--- config.mk ---
export PLATFORM = sky130hd
export DESIGN_NAME = lce_command_executor
export DESIGN_NICKNAME = d
export VERILOG_FILES = /design/src/verilog/lce_pkg.sv /design/src/verilog/lce_command_executor.sv
export VERILOG_INCLUDE_DIRS = /design/src /design/src/verilog
export SDC_FILE = /design/constraint.sdc
export NUM_CORES = 1
export LEC_CHECK = 0
export BUFFER_PORTS_ARGS = -buffer_cell sky130_fd_sc_hd__buf_2
export CAP_MARGIN = 20
export CORE_MARGIN = 2
export CORE_UTILIZATION = 55
export CTS_CLUSTER_DIAMETER = 60
export CTS_CLUSTER_SIZE = 28
export DETAILED_ROUTE_END_ITERATION = 8
export PLACE_DENSITY = 0.72
export SKIP_CTS_REPAIR_TIMING = 1
export SYNTH_ARGS = -nofsm -noshare
export SYNTH_HDL_FRONTEND = slang
export SYNTH_SLANG_ARGS = --single-unit
--- constraint.sdc ---
create_clock -name clk_sys -period 3.4 [get_ports clk_sys]
set_clock_uncertainty 0.05 [all_clocks]
set_input_delay 0 -clock clk_sys [delete_from_list [all_inputs] [get_ports clk_sys]]
set_output_delay 0 -clock clk_sys [all_outputs]
set_load 0.02 [all_outputs]
--- src/verilog/lce_params.svh ---
// Constants of the display command executor.
// Operation
// RULE1 - Pointer-load command (bit 6 low) copies bits 5..0 into the pointer.
// RULE2 - Subaddress command (bits 6..3 = 1100) loads the subaddress counter.
// RULE3 - Bank-select bit 1 picks the storage bank in static and 1:2 modes.
// RULE4 - Bank-select bit 0 picks the bank that drives the display.
// RULE5 - Bank-select is ignored in 1:3 and 1:4 drive modes.
// RULE6 - Blink-select bit 2 chooses normal or alternate-bank blinking.
// RULE7 - In 1:3 and 1:4 modes blinking is always normal.
// RULE8 - Blink-select bits 1..0 give the blink rate, 00 meaning off.
// RULE9 - Executed commands are held in status registers driving the display.
// RULE10 - Display data fill RAM in the order set by drive mode and bank.
// RULE11 - Bit 7 set means another command follows, clear means data follow.
// RULE12 - Drive code 01 static, 10 1:2, 11 1:3, 00 1:4.
// RULE13 - Pointer and subaddress counter advance after each stored RAM word; the code steps the subaddress only when the pointer wraps past 39.
// RULE14 - The master loads only pointer values 0 to 39.
`ifndef LCE_PARAMS_SVH
`define LCE_PARAMS_SVH
`define LCE_CONT_BIT 7
`define LCE_PTR_LAST 6'h27
`define LCE_PTR_RST 6'h00
`define LCE_SUB_RST 3'h0
`define LCE_OP_DEVSEL 4'hC
`define LCE_OP_BANK 5'h1E
`define LCE_OP_BLINK 4'hE
`define LCE_OP_MODE 2'h2
`define LCE_DRV_STATIC 2'h1
`define LCE_DRV_MUX2 2'h2
`define LCE_DRV_MUX3 2'h3
`define LCE_DRV_MUX4 2'h0
`define LCE_DRV_RST 2'h0
`define LCE_RATE_RST 2'h0
`define LCE_BYTE_BITS 4'h8
`define LCE_HI_BANK 2'h2
`endif

--- src/verilog/lce_pkg.sv ---
// Types shared by the display command executor.
package lce_pkg;
	typedef enum logic [0:0] {ST_IDLE = 1'b0, ST_FILL = 1'b1} lce_state_t;
	typedef struct packed {
		logic dispEnable;
		logic halfBias;
		logic [1:0] driveMode;
		logic inBank;
		logic outBank;
		logic blinkAlt;
		logic [1:0] blink_rate_sel;
	} lce_status_t;
endpackage : lce_pkg

--- src/verilog/lce_command_executor.sv ---
// Command decoder, status registers and display RAM filling.
`timescale 1ns/1ns
`include "lce_params.svh"
module lce_command_executor (
	// Clock and reset.
	input wire logic clk_sys,
	input wire logic nrst,
	// Received bytes from the bus slave.
	input wire logic xferStart,
	input wire logic byteValid,
	input wire logic [7:0] byteData,
	output logic byteReady,
	// Hardware subaddress strap.
	input wire logic [2:0] hwSubaddr,
	// Display retrieval port.
	input wire logic [5:0] dispAddr,
	output logic [3:0] dispBits,
	// State seen by the outside.
	output lce_pkg::lce_status_t status,
	output logic [5:0] dataPtr,
	output logic [2:0] subCount,
	output logic cmdPhase,
	output logic devSelected
);

	// ==========================================================
	// Storage.
	lce_pkg::lce_state_t state_reg, state_next;
	lce_pkg::lce_status_t stat_reg, stat_next;
	logic [5:0] ptr_reg, ptr_next;
	logic [2:0] sub_reg, sub_next;
	logic cmd_reg, cmd_next;
	logic ready_reg, ready_next;
	logic [7:0] shift_reg, shift_next;
	logic [3:0] left_reg, left_next;
	logic [3:0] disp_reg;
	logic sel_reg;
	logic [3:0] ramMem [0:39];

	// ==========================================================
	// Functions.
	function automatic logic mux34(input logic [1:0] m);
		mux34 = (m == `LCE_DRV_MUX3) || (m == `LCE_DRV_MUX4);
	endfunction : mux34

	function automatic logic [3:0] stepBits(input logic [1:0] m);
		case (m)
			`LCE_DRV_STATIC: stepBits = 4'h1;
			`LCE_DRV_MUX2: stepBits = 4'h2;
			`LCE_DRV_MUX3: stepBits = 4'h3;
			default: stepBits = 4'h4;
		endcase
	endfunction : stepBits

	// Bits are taken MSB first; the first bit goes to the lowest row.
	function automatic logic [3:0] fillWord(input logic [3:0] old,
		input logic [7:0] sh, input logic [3:0] n, input logic [3:0] lft,
		input logic [1:0] base);
		logic [3:0] w;
		w = old;
		for (int i = 0; i < 4; i++)
		begin
			if (4'(i) < n && 4'(i) < lft)
				w[2'(i) + base] = sh[7 - i];
		end
		fillWord = w;
	endfunction : fillWord

	// ==========================================================
	// Command decoding.
	wire take = byteValid & ready_reg;
	wire isCmd = take & cmd_reg;
	wire isData = take & ~cmd_reg;
	wire opPtr = ~byteData[6];
	wire opSub = byteData[6:3] == `LCE_OP_DEVSEL;
	wire opBank = byteData[6:2] == `LCE_OP_BANK;
	wire opBlink = byteData[6:3] == `LCE_OP_BLINK;
	wire opMode = byteData[6:5] == `LCE_OP_MODE;
	wire curMux34 = mux34(stat_reg.driveMode);
	wire [3:0] nStep = stepBits(stat_reg.driveMode);
	wire [1:0] inBase = (!curMux34 && stat_reg.inBank) ?
		`LCE_HI_BANK : 2'h0;
	wire ptrValid = ptr_reg <= `LCE_PTR_LAST;
	wire doWrite = (state_reg == lce_pkg::ST_FILL) &&
		(sub_reg == hwSubaddr) && ptrValid;
	wire [3:0] ramOld = ptrValid ? ramMem[ptr_reg] : 4'h0;
	wire [3:0] ramNew = fillWord(ramOld, shift_reg, nStep, left_reg,
		inBase);
	wire lastStep = left_reg <= nStep;
	wire ptrWrap = ptr_reg >= `LCE_PTR_LAST;
	wire [3:0] dispRaw = (dispAddr <= `LCE_PTR_LAST) ?
		ramMem[dispAddr] : 4'h0;
	wire outHi = stat_reg.outBank;

	// ==========================================================
	// Next status.
	always_comb
	begin
		stat_next = stat_reg;
		if (isCmd && !opPtr && !opSub && opBank &&
			!curMux34) // [RULE5] [RULE9]
		begin
			stat_next.inBank = byteData[1]; // [RULE3]
			stat_next.outBank = byteData[0]; // [RULE4]
		end
		else if (isCmd && !opPtr && !opSub && opBlink)
		begin
			stat_next.blinkAlt = byteData[2] & ~curMux34; // [RULE6] [RULE7]
			stat_next.blink_rate_sel = byteData[1:0]; // [RULE8]
		end
		else if (isCmd && !opPtr && opMode)
		begin
			stat_next.dispEnable = byteData[3];
			stat_next.halfBias = byteData[2];
			stat_next.driveMode = byteData[1:0]; // [RULE12]
			if (mux34(byteData[1:0]))
				stat_next.blinkAlt = 1'b0; // [RULE7]
		end
	end

	// ==========================================================
	// Pointer, subaddress and fill sequence.
	always_comb
	begin
		state_next = state_reg;
		ptr_next = ptr_reg;
		sub_next = sub_reg;
		cmd_next = cmd_reg;
		ready_next = ready_reg;
		shift_next = shift_reg;
		left_next = left_reg;
		if (xferStart)
			cmd_next = 1'b1;
		else if (isCmd)
			cmd_next = byteData[`LCE_CONT_BIT]; // [RULE11]
		if (isCmd && opPtr)
			ptr_next = byteData[5:0]; // [RULE1]
		else if (isCmd && opSub)
			sub_next = byteData[2:0]; // [RULE2]
		case (state_reg)
			lce_pkg::ST_IDLE:
			begin
				if (isData)
				begin
					state_next = lce_pkg::ST_FILL;
					shift_next = byteData;
					left_next = `LCE_BYTE_BITS;
					ready_next = 1'b0;
				end
			end
			lce_pkg::ST_FILL:
			begin
				shift_next = shift_reg << nStep; // [RULE10]
				left_next = lastStep ? 4'h0 : left_reg - nStep;
				ptr_next = ptrWrap ? `LCE_PTR_RST : ptr_reg + 6'h01; // [RULE13]
				if (ptrWrap)
					sub_next = sub_reg + 3'h1; // [RULE13]
				if (lastStep)
				begin
					state_next = lce_pkg::ST_IDLE;
					ready_next = 1'b1;
				end
			end
			default:
			begin
				state_next = lce_pkg::ST_IDLE;
				ready_next = 1'b1;
			end
		endcase
	end

	// ==========================================================
	// Registers.
	always_ff @(posedge clk_sys or negedge nrst)
	begin
		if (!nrst)
		begin
			state_reg <= lce_pkg::ST_IDLE;
			stat_reg <= '{dispEnable: 1'b0, halfBias: 1'b0,
				driveMode: `LCE_DRV_RST, inBank: 1'b0, outBank: 1'b0,
				blinkAlt: 1'b0, blink_rate_sel: `LCE_RATE_RST};
			ptr_reg <= `LCE_PTR_RST;
			sub_reg <= `LCE_SUB_RST;
			cmd_reg <= 1'b1;
			ready_reg <= 1'b1;
			shift_reg <= 8'h00;
			left_reg <= 4'h0;
		end
		else
		begin
			state_reg <= state_next;
			stat_reg <= stat_next;
			ptr_reg <= ptr_next;
			sub_reg <= sub_next;
			cmd_reg <= cmd_next;
			ready_reg <= ready_next;
			shift_reg <= shift_next;
			left_reg <= left_next;
		end
	end

	// The RAM has no reset; software is expected to fill it first.
	always_ff @(posedge clk_sys)
	begin
		if (doWrite)
			ramMem[ptr_reg[5:0]] <= ramNew; // [RULE10] [RULE14]
	end

	// Retrieval picks the output bank in static and 1:2 modes only.
	always_ff @(posedge clk_sys or negedge nrst)
	begin
		if (!nrst)
		begin
			disp_reg <= 4'h0;
			sel_reg <= 1'b0;
		end
		else
		begin
			if (curMux34)
				disp_reg <= dispRaw;
			else if (stat_reg.driveMode == `LCE_DRV_STATIC)
				disp_reg <= {3'h0, outHi ? dispRaw[2] : dispRaw[0]}; // [RULE4]
			else
				disp_reg <= {2'h0, outHi ? dispRaw[3:2] : dispRaw[1:0]};
			sel_reg <= sub_next == hwSubaddr;
		end
	end

	assign byteReady = ready_reg;
	assign dispBits = disp_reg;
	assign status = stat_reg;
	assign dataPtr = ptr_reg;
	assign subCount = sub_reg;
	assign cmdPhase = cmd_reg;
	assign devSelected = sel_reg;
endmodule : lce_command_executor

## Word-level counts from Yosys, hierarchy flattened

Memory sizes are Yosys's and may differ from the RTL's.
Index checks and enable logic that the tools add are counted.

| operators by class | value |
|---|---|
| add/subtract/negate cells | 6 |
| order comparisons | 20 |
| equal/unequal tests | 12 |
| shift operators | 1 |
| muxes and demuxes | 49 |
| bitwise operators | 10 |
| reductions and logical operators | 33 |

Operators with widths:

| operator | count |
|---|---|
| two-way mux 4 bit | 9 |
| logical AND 1 bit | 19 |
| two-way mux 6 bit | 3 |
| bitwise mux 4 bit | 4 |
| < comparator 1 x 4 -> 1 bit (first input constant) | 4 |
| < comparator 2 x 4 -> 1 bit (first input constant) | 4 |
| two-way mux 1 bit | 16 |
| one-hot mux 8 bit (2 select lines) | 1 |
| less-or-equal comparator 6 bit (second input constant) | 2 |
| < comparator 2 x 3 -> 1 bit (second input constant) | 4 |
| two-way mux 3 bit | 4 |
| one-hot mux 3 bit (3 select lines) | 1 |
| demux 1 bit (select 2 bit) | 4 |
| == test 2 bit (second input constant) | 4 |
| == test 4 bit (second input constant) | 2 |
| >= comparator 2 x 1 -> 1 bit (second input constant) | 4 |
| two-way mux 8 bit | 1 |
| one-hot mux 4 bit (2 select lines) | 1 |
| nonzero test 2 bit | 4 |
| << shifter 8 x 3 -> 8 bit | 1 |
| adder 6 x 1 -> 6 bit (second input constant) | 1 |
| == test 3 bit | 2 |
| >= comparator 6 bit (second input constant) | 1 |
| two-way mux 2 bit | 3 |
| other kinds (17) | 32 |

| storage, ports and cells | value |
|---|---|
| register bits after elaboration | 38 |
| bits in writable memories | 160 |
| bits of input ports | 21 |
| output and inout port bits | 25 |
| word-level logic and storage cells | 148 |
| memories kept | 1 |

Memory list:

| memory | depth | bits a word | rd ports | clocked after memory_dff | wr ports | line | text |
|---|---|---|---|---|---|---|---|
| ramMem | 40 | 4 | 2 | 0 | 1 | lce_command_executor.sv:38 | `logic [3:0] ramMem [0:39];` |

## Longest topological paths before layout

| logic depth | value |
|---|---|
| depth in word-level cells | 17 |
| gate-level depth with buffers | 13 |

## Worst setup path after synthesis

OpenSTA, ideal clock, no wires.

| timing path | value |
|---|---|
| path type | flip-flop to flip-flop |
| from | register ptr_reg[0], in the netlist dataPtr[0] |
| to | memory ramMem[0][0], data pin |
| library setup time | 0.516 ns |
| data arrival time | 3.305 ns |
| data required time | 2.834 ns |
| slack | -0.471 ns |
| cell stages (with the launch flop) | 9 |
| clock period less this slack | 3.871 ns |
| cells stage by stage | dfrtp_1 -> buf_4 -> buf_4 -> nor2_1 -> a221oi_1 -> o22a_1 -> o21ai_0 -> o31ai_1 -> o21ai_0 |

| between the ends | value |
|---|---|
| cells in the longest elaborated chain, start to end | 10 |
| elaborated cells between the ends (all ways) | 11 |

RTL lines:

| what | line | text |
|---|---|---|
| from (decl) | lce_command_executor.sv:30 | `logic [5:0] ptr_reg, ptr_next;` |
| from (signal assigned) | lce_command_executor.sv:182 | `` ptr_reg <= `LCE_PTR_RST; `` |
| from (signal assigned) | lce_command_executor.sv:193 | `ptr_reg <= ptr_next;` |
| memory read (40 x 4 bit) / less-or-equal comparator 6 bit (equally long branches) | - |  |
| two-way mux 4 bit * | lce_command_executor.sv:86 | `wire [3:0] ramOld = ptrValid ? ramMem[ptr_reg] : 4'h0;` |
| bitwise mux 4 bit | lce_command_executor.sv:64 | `w[2'(i) + base] = sh[7 - i];` |
| two-way mux 4 bit * | lce_command_executor.sv:63 | `if (4'(i) < n && 4'(i) < lft)` |
| bitwise mux 4 bit | lce_command_executor.sv:64 |  |
| two-way mux 4 bit * | lce_command_executor.sv:63 |  |
| bitwise mux 4 bit | lce_command_executor.sv:64 |  |
| two-way mux 4 bit * | lce_command_executor.sv:63 |  |
| bitwise mux 4 bit | lce_command_executor.sv:64 |  |
| two-way mux 4 bit * | lce_command_executor.sv:63 |  |
| named net ramNew[0] | lce_command_executor.sv:87 | `wire [3:0] ramNew = fillWord(ramOld, shift_reg, nStep, left_reg,` |
| to (decl) | lce_command_executor.sv:38 |  |

Mark *: on every way through the listed nets, which the timed path passes. The rest lies on a longest branch.

## Final worst setup path

| timing path | value |
|---|---|
| from | register ptr_reg[3], in the netlist dataPtr[3] |
| to | memory ramMem[36][2], enable pin |

| between the ends | value |
|---|---|
| cells in the longest elaborated chain, start to end | 4 |

RTL lines:

| what | line | text |
|---|---|---|
| less-or-equal comparator 6 bit (no line) | - |  |
| logical AND 1 bit | lce_command_executor.sv:85 | `(sub_reg == hwSubaddr) && ptrValid;` |
| two-way mux 1 bit | lce_command_executor.sv:205 | `if (doWrite)` |
| two-way mux 1 bit (implied by the code) | lce_command_executor.sv:206 | `ramMem[ptr_reg[5:0]] <= ramNew;` |

Several ways; a longest one is shown, not always the timed one.

==> impl_results.md <==
* Worst Setup SP: dataPtr[3]
* Fin. Hold Viols at 0
* CTS clk-pin slew, worst paths at around 70 ps
* Initial DRT Pass Iterations at 6
* Crit-path most repeated cell: nand2_1
* Hpwl dp at 19900 um
* Placement Setup Slack at 291 ps
* Hold Path Origin: dispAddr[5]
* Synth warn at 0
* CP Cell Sequence: o21ai_0 -> nand2_1 -> nor4_1 -> nor2b_1 -> nand2_1 -> nor2_1
* Mapped Nets at 798
* Die Ht at 140 um
* Maximum vdd drop at 0.639 mV
* Initial antenna violation count at 0
* Max_cap viols at 0
* Seq cells post-synth at 198
* Sequential element share of the synthesized area at roughly 56%
* Core Rows at 49
* Crit path DAT at 3160 ps
* Layout cells sized above 1 at ~23%
* Starting Density at 56.6%
* Syn Area/Cell at 13.4 um2
* # IOs at 46
* Max-slew violations at 0
* Vias at 7295
* DRC viols at 0
* Largest family of logic cells by synthesized area: multiplexers
* XOR/XNOR Fraction of Synth Area at 0.770%
* RSZ-0062 raised after global routing: false
* Startpoint type of the worst setup path: flop
* Adder-Cell Fraction of Synth Area at 1.54%
* First-pass GRT wire length at 43500 um
* Worst-Skew Late Latency at 440 ps
* Setup slack after layout at 262 ps
* CTS root buf: clkbuf_16
* Worst Max-Slew Pin Slew at 888 ps
* Final wirelength at 28300 um
* HP Class: primary input to flop
* Family with the most delay on the worst path: simple AND/OR/NAND/NOR gates
* Area delta synth->final at 12.4%
* Simple-gate share of the synthesized area at 8.41%
* Largest register FFs at 160
* Period utilization at 92.3%
* Pin count of the biggest net entering global routing at 41
* Grt peak-use layer: met2
* Ys async rst share at a little under a fifth
* Chip width at 140 um
* CTS H-Tree Depth at 4
* CTS buffer count at 17
* Critical Path RT at between 3000 and 4000 ps
* Clock tree sinks at 198
* Post-synth EDFFs at 160
* Fillers at around 1300
* Count of final setup violators at 0
* Crit-path max cell delay at 510 ps
* Post-Syn Instances at 765
* Placer congestion estimate at between 0.9 and 1
* Drt initial violations at 1030
* Buffer and inverter count on the worst path at 0
* Slowest cell on the critical path: o21ai_0
* Pwr/cell area at 900 nW/um2
* IO buf count at 45
* Worst relative slew slack at 40.8%
* Leak pwr at 0.00420 uW
* Setup Crit Path Kind: flop to flop
* Ys flop type: edfxtp_1
* Fin nets at 857
* Mapped Area at approximately 10000 um2
* Post-DRT Antenna Nets at 0
* Global Route met1 Usage at between 30% and 40%
* Met3 Use GR at 7.04%
* Unique masters post-synth at 63
* Fmax at between 300 and 400 MHz
* Ant diodes at 0
* Worst r2r src: dataPtr[3]
* Clk buf depth at 2
* Met2 usage at 49.2%
* Outcome: completed
* Max Fanout on Critical Path at 12
* Vias in the first global route at ~7200
* WL per Instance at roughly 27 um
* Die area at 19700 um2
* Compound-Gate Fraction of Synth Area at between 10% and 20%
* Via density per instance at 6.84
* Core Region at 18100 um2
* Setup crit end kind: flop
* Mux contribution to synthesized area at 19.2%
* Fin crit period at 3140 ps
* Core Util, Final at 63.6%
* CTS tree: built
* GRT Total Usage at 29.8%
* Global route overflow at 0
* Final setup TNS at 0 ps
-- cells in the mapped netlist, types with 7 or more instances --
library cell,n,area (um2)
a21oi_1,22,110
a221oi_1,13,114
a22o_1,8,70.1
a22oi_1,16,120
a31oi_1,9,56.3
buf_2,15,75.1
buf_4,8,60.1
clkbuf_1,21,78.8
dfrtp_1,36,901
edfxtp_1,160,4800
ha_1,11,138
inv_1,21,78.8
mux2_2,23,259
mux2i_1,53,531
mux4_1,8,210
mux4_2,43,968
nand2_1,62,233
nand2b_1,7,43.8
nor2_1,81,304
nor2b_1,12,75.1
o21ai_0,29,145
o22ai_1,10,62.6
-- worst reg2reg max path: stages (launching register included) --
cell     delay, ps
dfrtp_1        500
o21ai_0        510
nand2_1        140
nor4_1         460
nor2b_1        320
nand2_1        300
nor2_1         490
-- final timing paths --
check | to | slack [ps] | depth (start not counted)
worst max-delay path | ramMem[36][2] | 260 | 6
worst min-delay path | dispBits[0] | 20 | 3
worst max register to register | ramMem[36][2] | 260 | 6
worst min register to register | status[0] | 440 | 2
max in group asynchronous | dataPtr[1] | 2520 | 2
min in group asynchronous | shift_reg[2] | 170 | 2
-- cell usage in the layout, fill, tap and decap left out, drive strengths merged, types with 4 or more instances in the layout --
cell / n
nand3: 5
mux2i: 53
a31oi: 9
o21ai: 30
nor2: 81
dlygate4sd3: 12
dfrtp: 36
clkbuf: 18
clkinv: 6
clkinvlp: 4
nand2b: 7
xor2: 6
a22oi: 16
o22a: 5
ha: 11
edfxtp: 160
o21a: 4
o22ai: 10
a21oi: 22
o2bb2ai: 4
o31ai: 6
buf: 76
o32ai: 4
inv: 26
nor3: 5
mux4: 51
mux2: 23
o221ai: 4
nand2: 62
a21o: 5
nor2b: 12
and3: 4
a22o: 8
a221oi: 13
-- cells by family after synthesis --
| kind of cell | Yosys count |
|---|---|
| simple gates | 193 |
| compound gates | 156 |
| xor+xnor | 9 |
| flops | 198 |
| mux | 127 |
| buf+inv | 70 |
| fa+ha+maj | 12 |
-- power breakdown --
group,leakage (uW),switching (uW),internal [uW]
Sequential,0.00192,277,3600
Clock,0.000260,944,958
Combinational,0.00202,2880,1690
Total,0.00420,4100,6250
-- routing by layer --
metal,share of wire (%),up-vias
met1,38,3601
met5,0,-
met2,48,498
li1,-,3101
met3,9.4,95
met4,4.2,0
-- layout make-up --
class	instances	area (um2)	area share, %
Timing Repair Buffer	88	641	5.57
Clock inverter	14	120	1.04
Sequential cell	198	5760	50.1
Multi-Input combinational cell	497	4180	36.3
Inverter	22	82.6	0.718
Tap cell	229	287	2.49
Clock buffer	18	429	3.73
-- per-stage QoR --
| stage | area, um2 | power, uW | hold slack [ps] | std cells |
|---|---|---|---|---|
| 6_report | 11500 | 10300 | 24.6 | 1066 |
| 3_5_place_dp | 10800 | 8370 | 112 | 1022 |
| 4_1_cts | 11400 | 10300 | -362 | 1054 |
| 5_1_grt | 11500 | 10800 | 18.9 | 1066 |
| 3_3_place_gp | 10800 | 8280 | 108 | 1022 |
| 2_1_floorplan | 10200 | 6690 | -346 | 765 |
(Power assumes the default switching activity.)
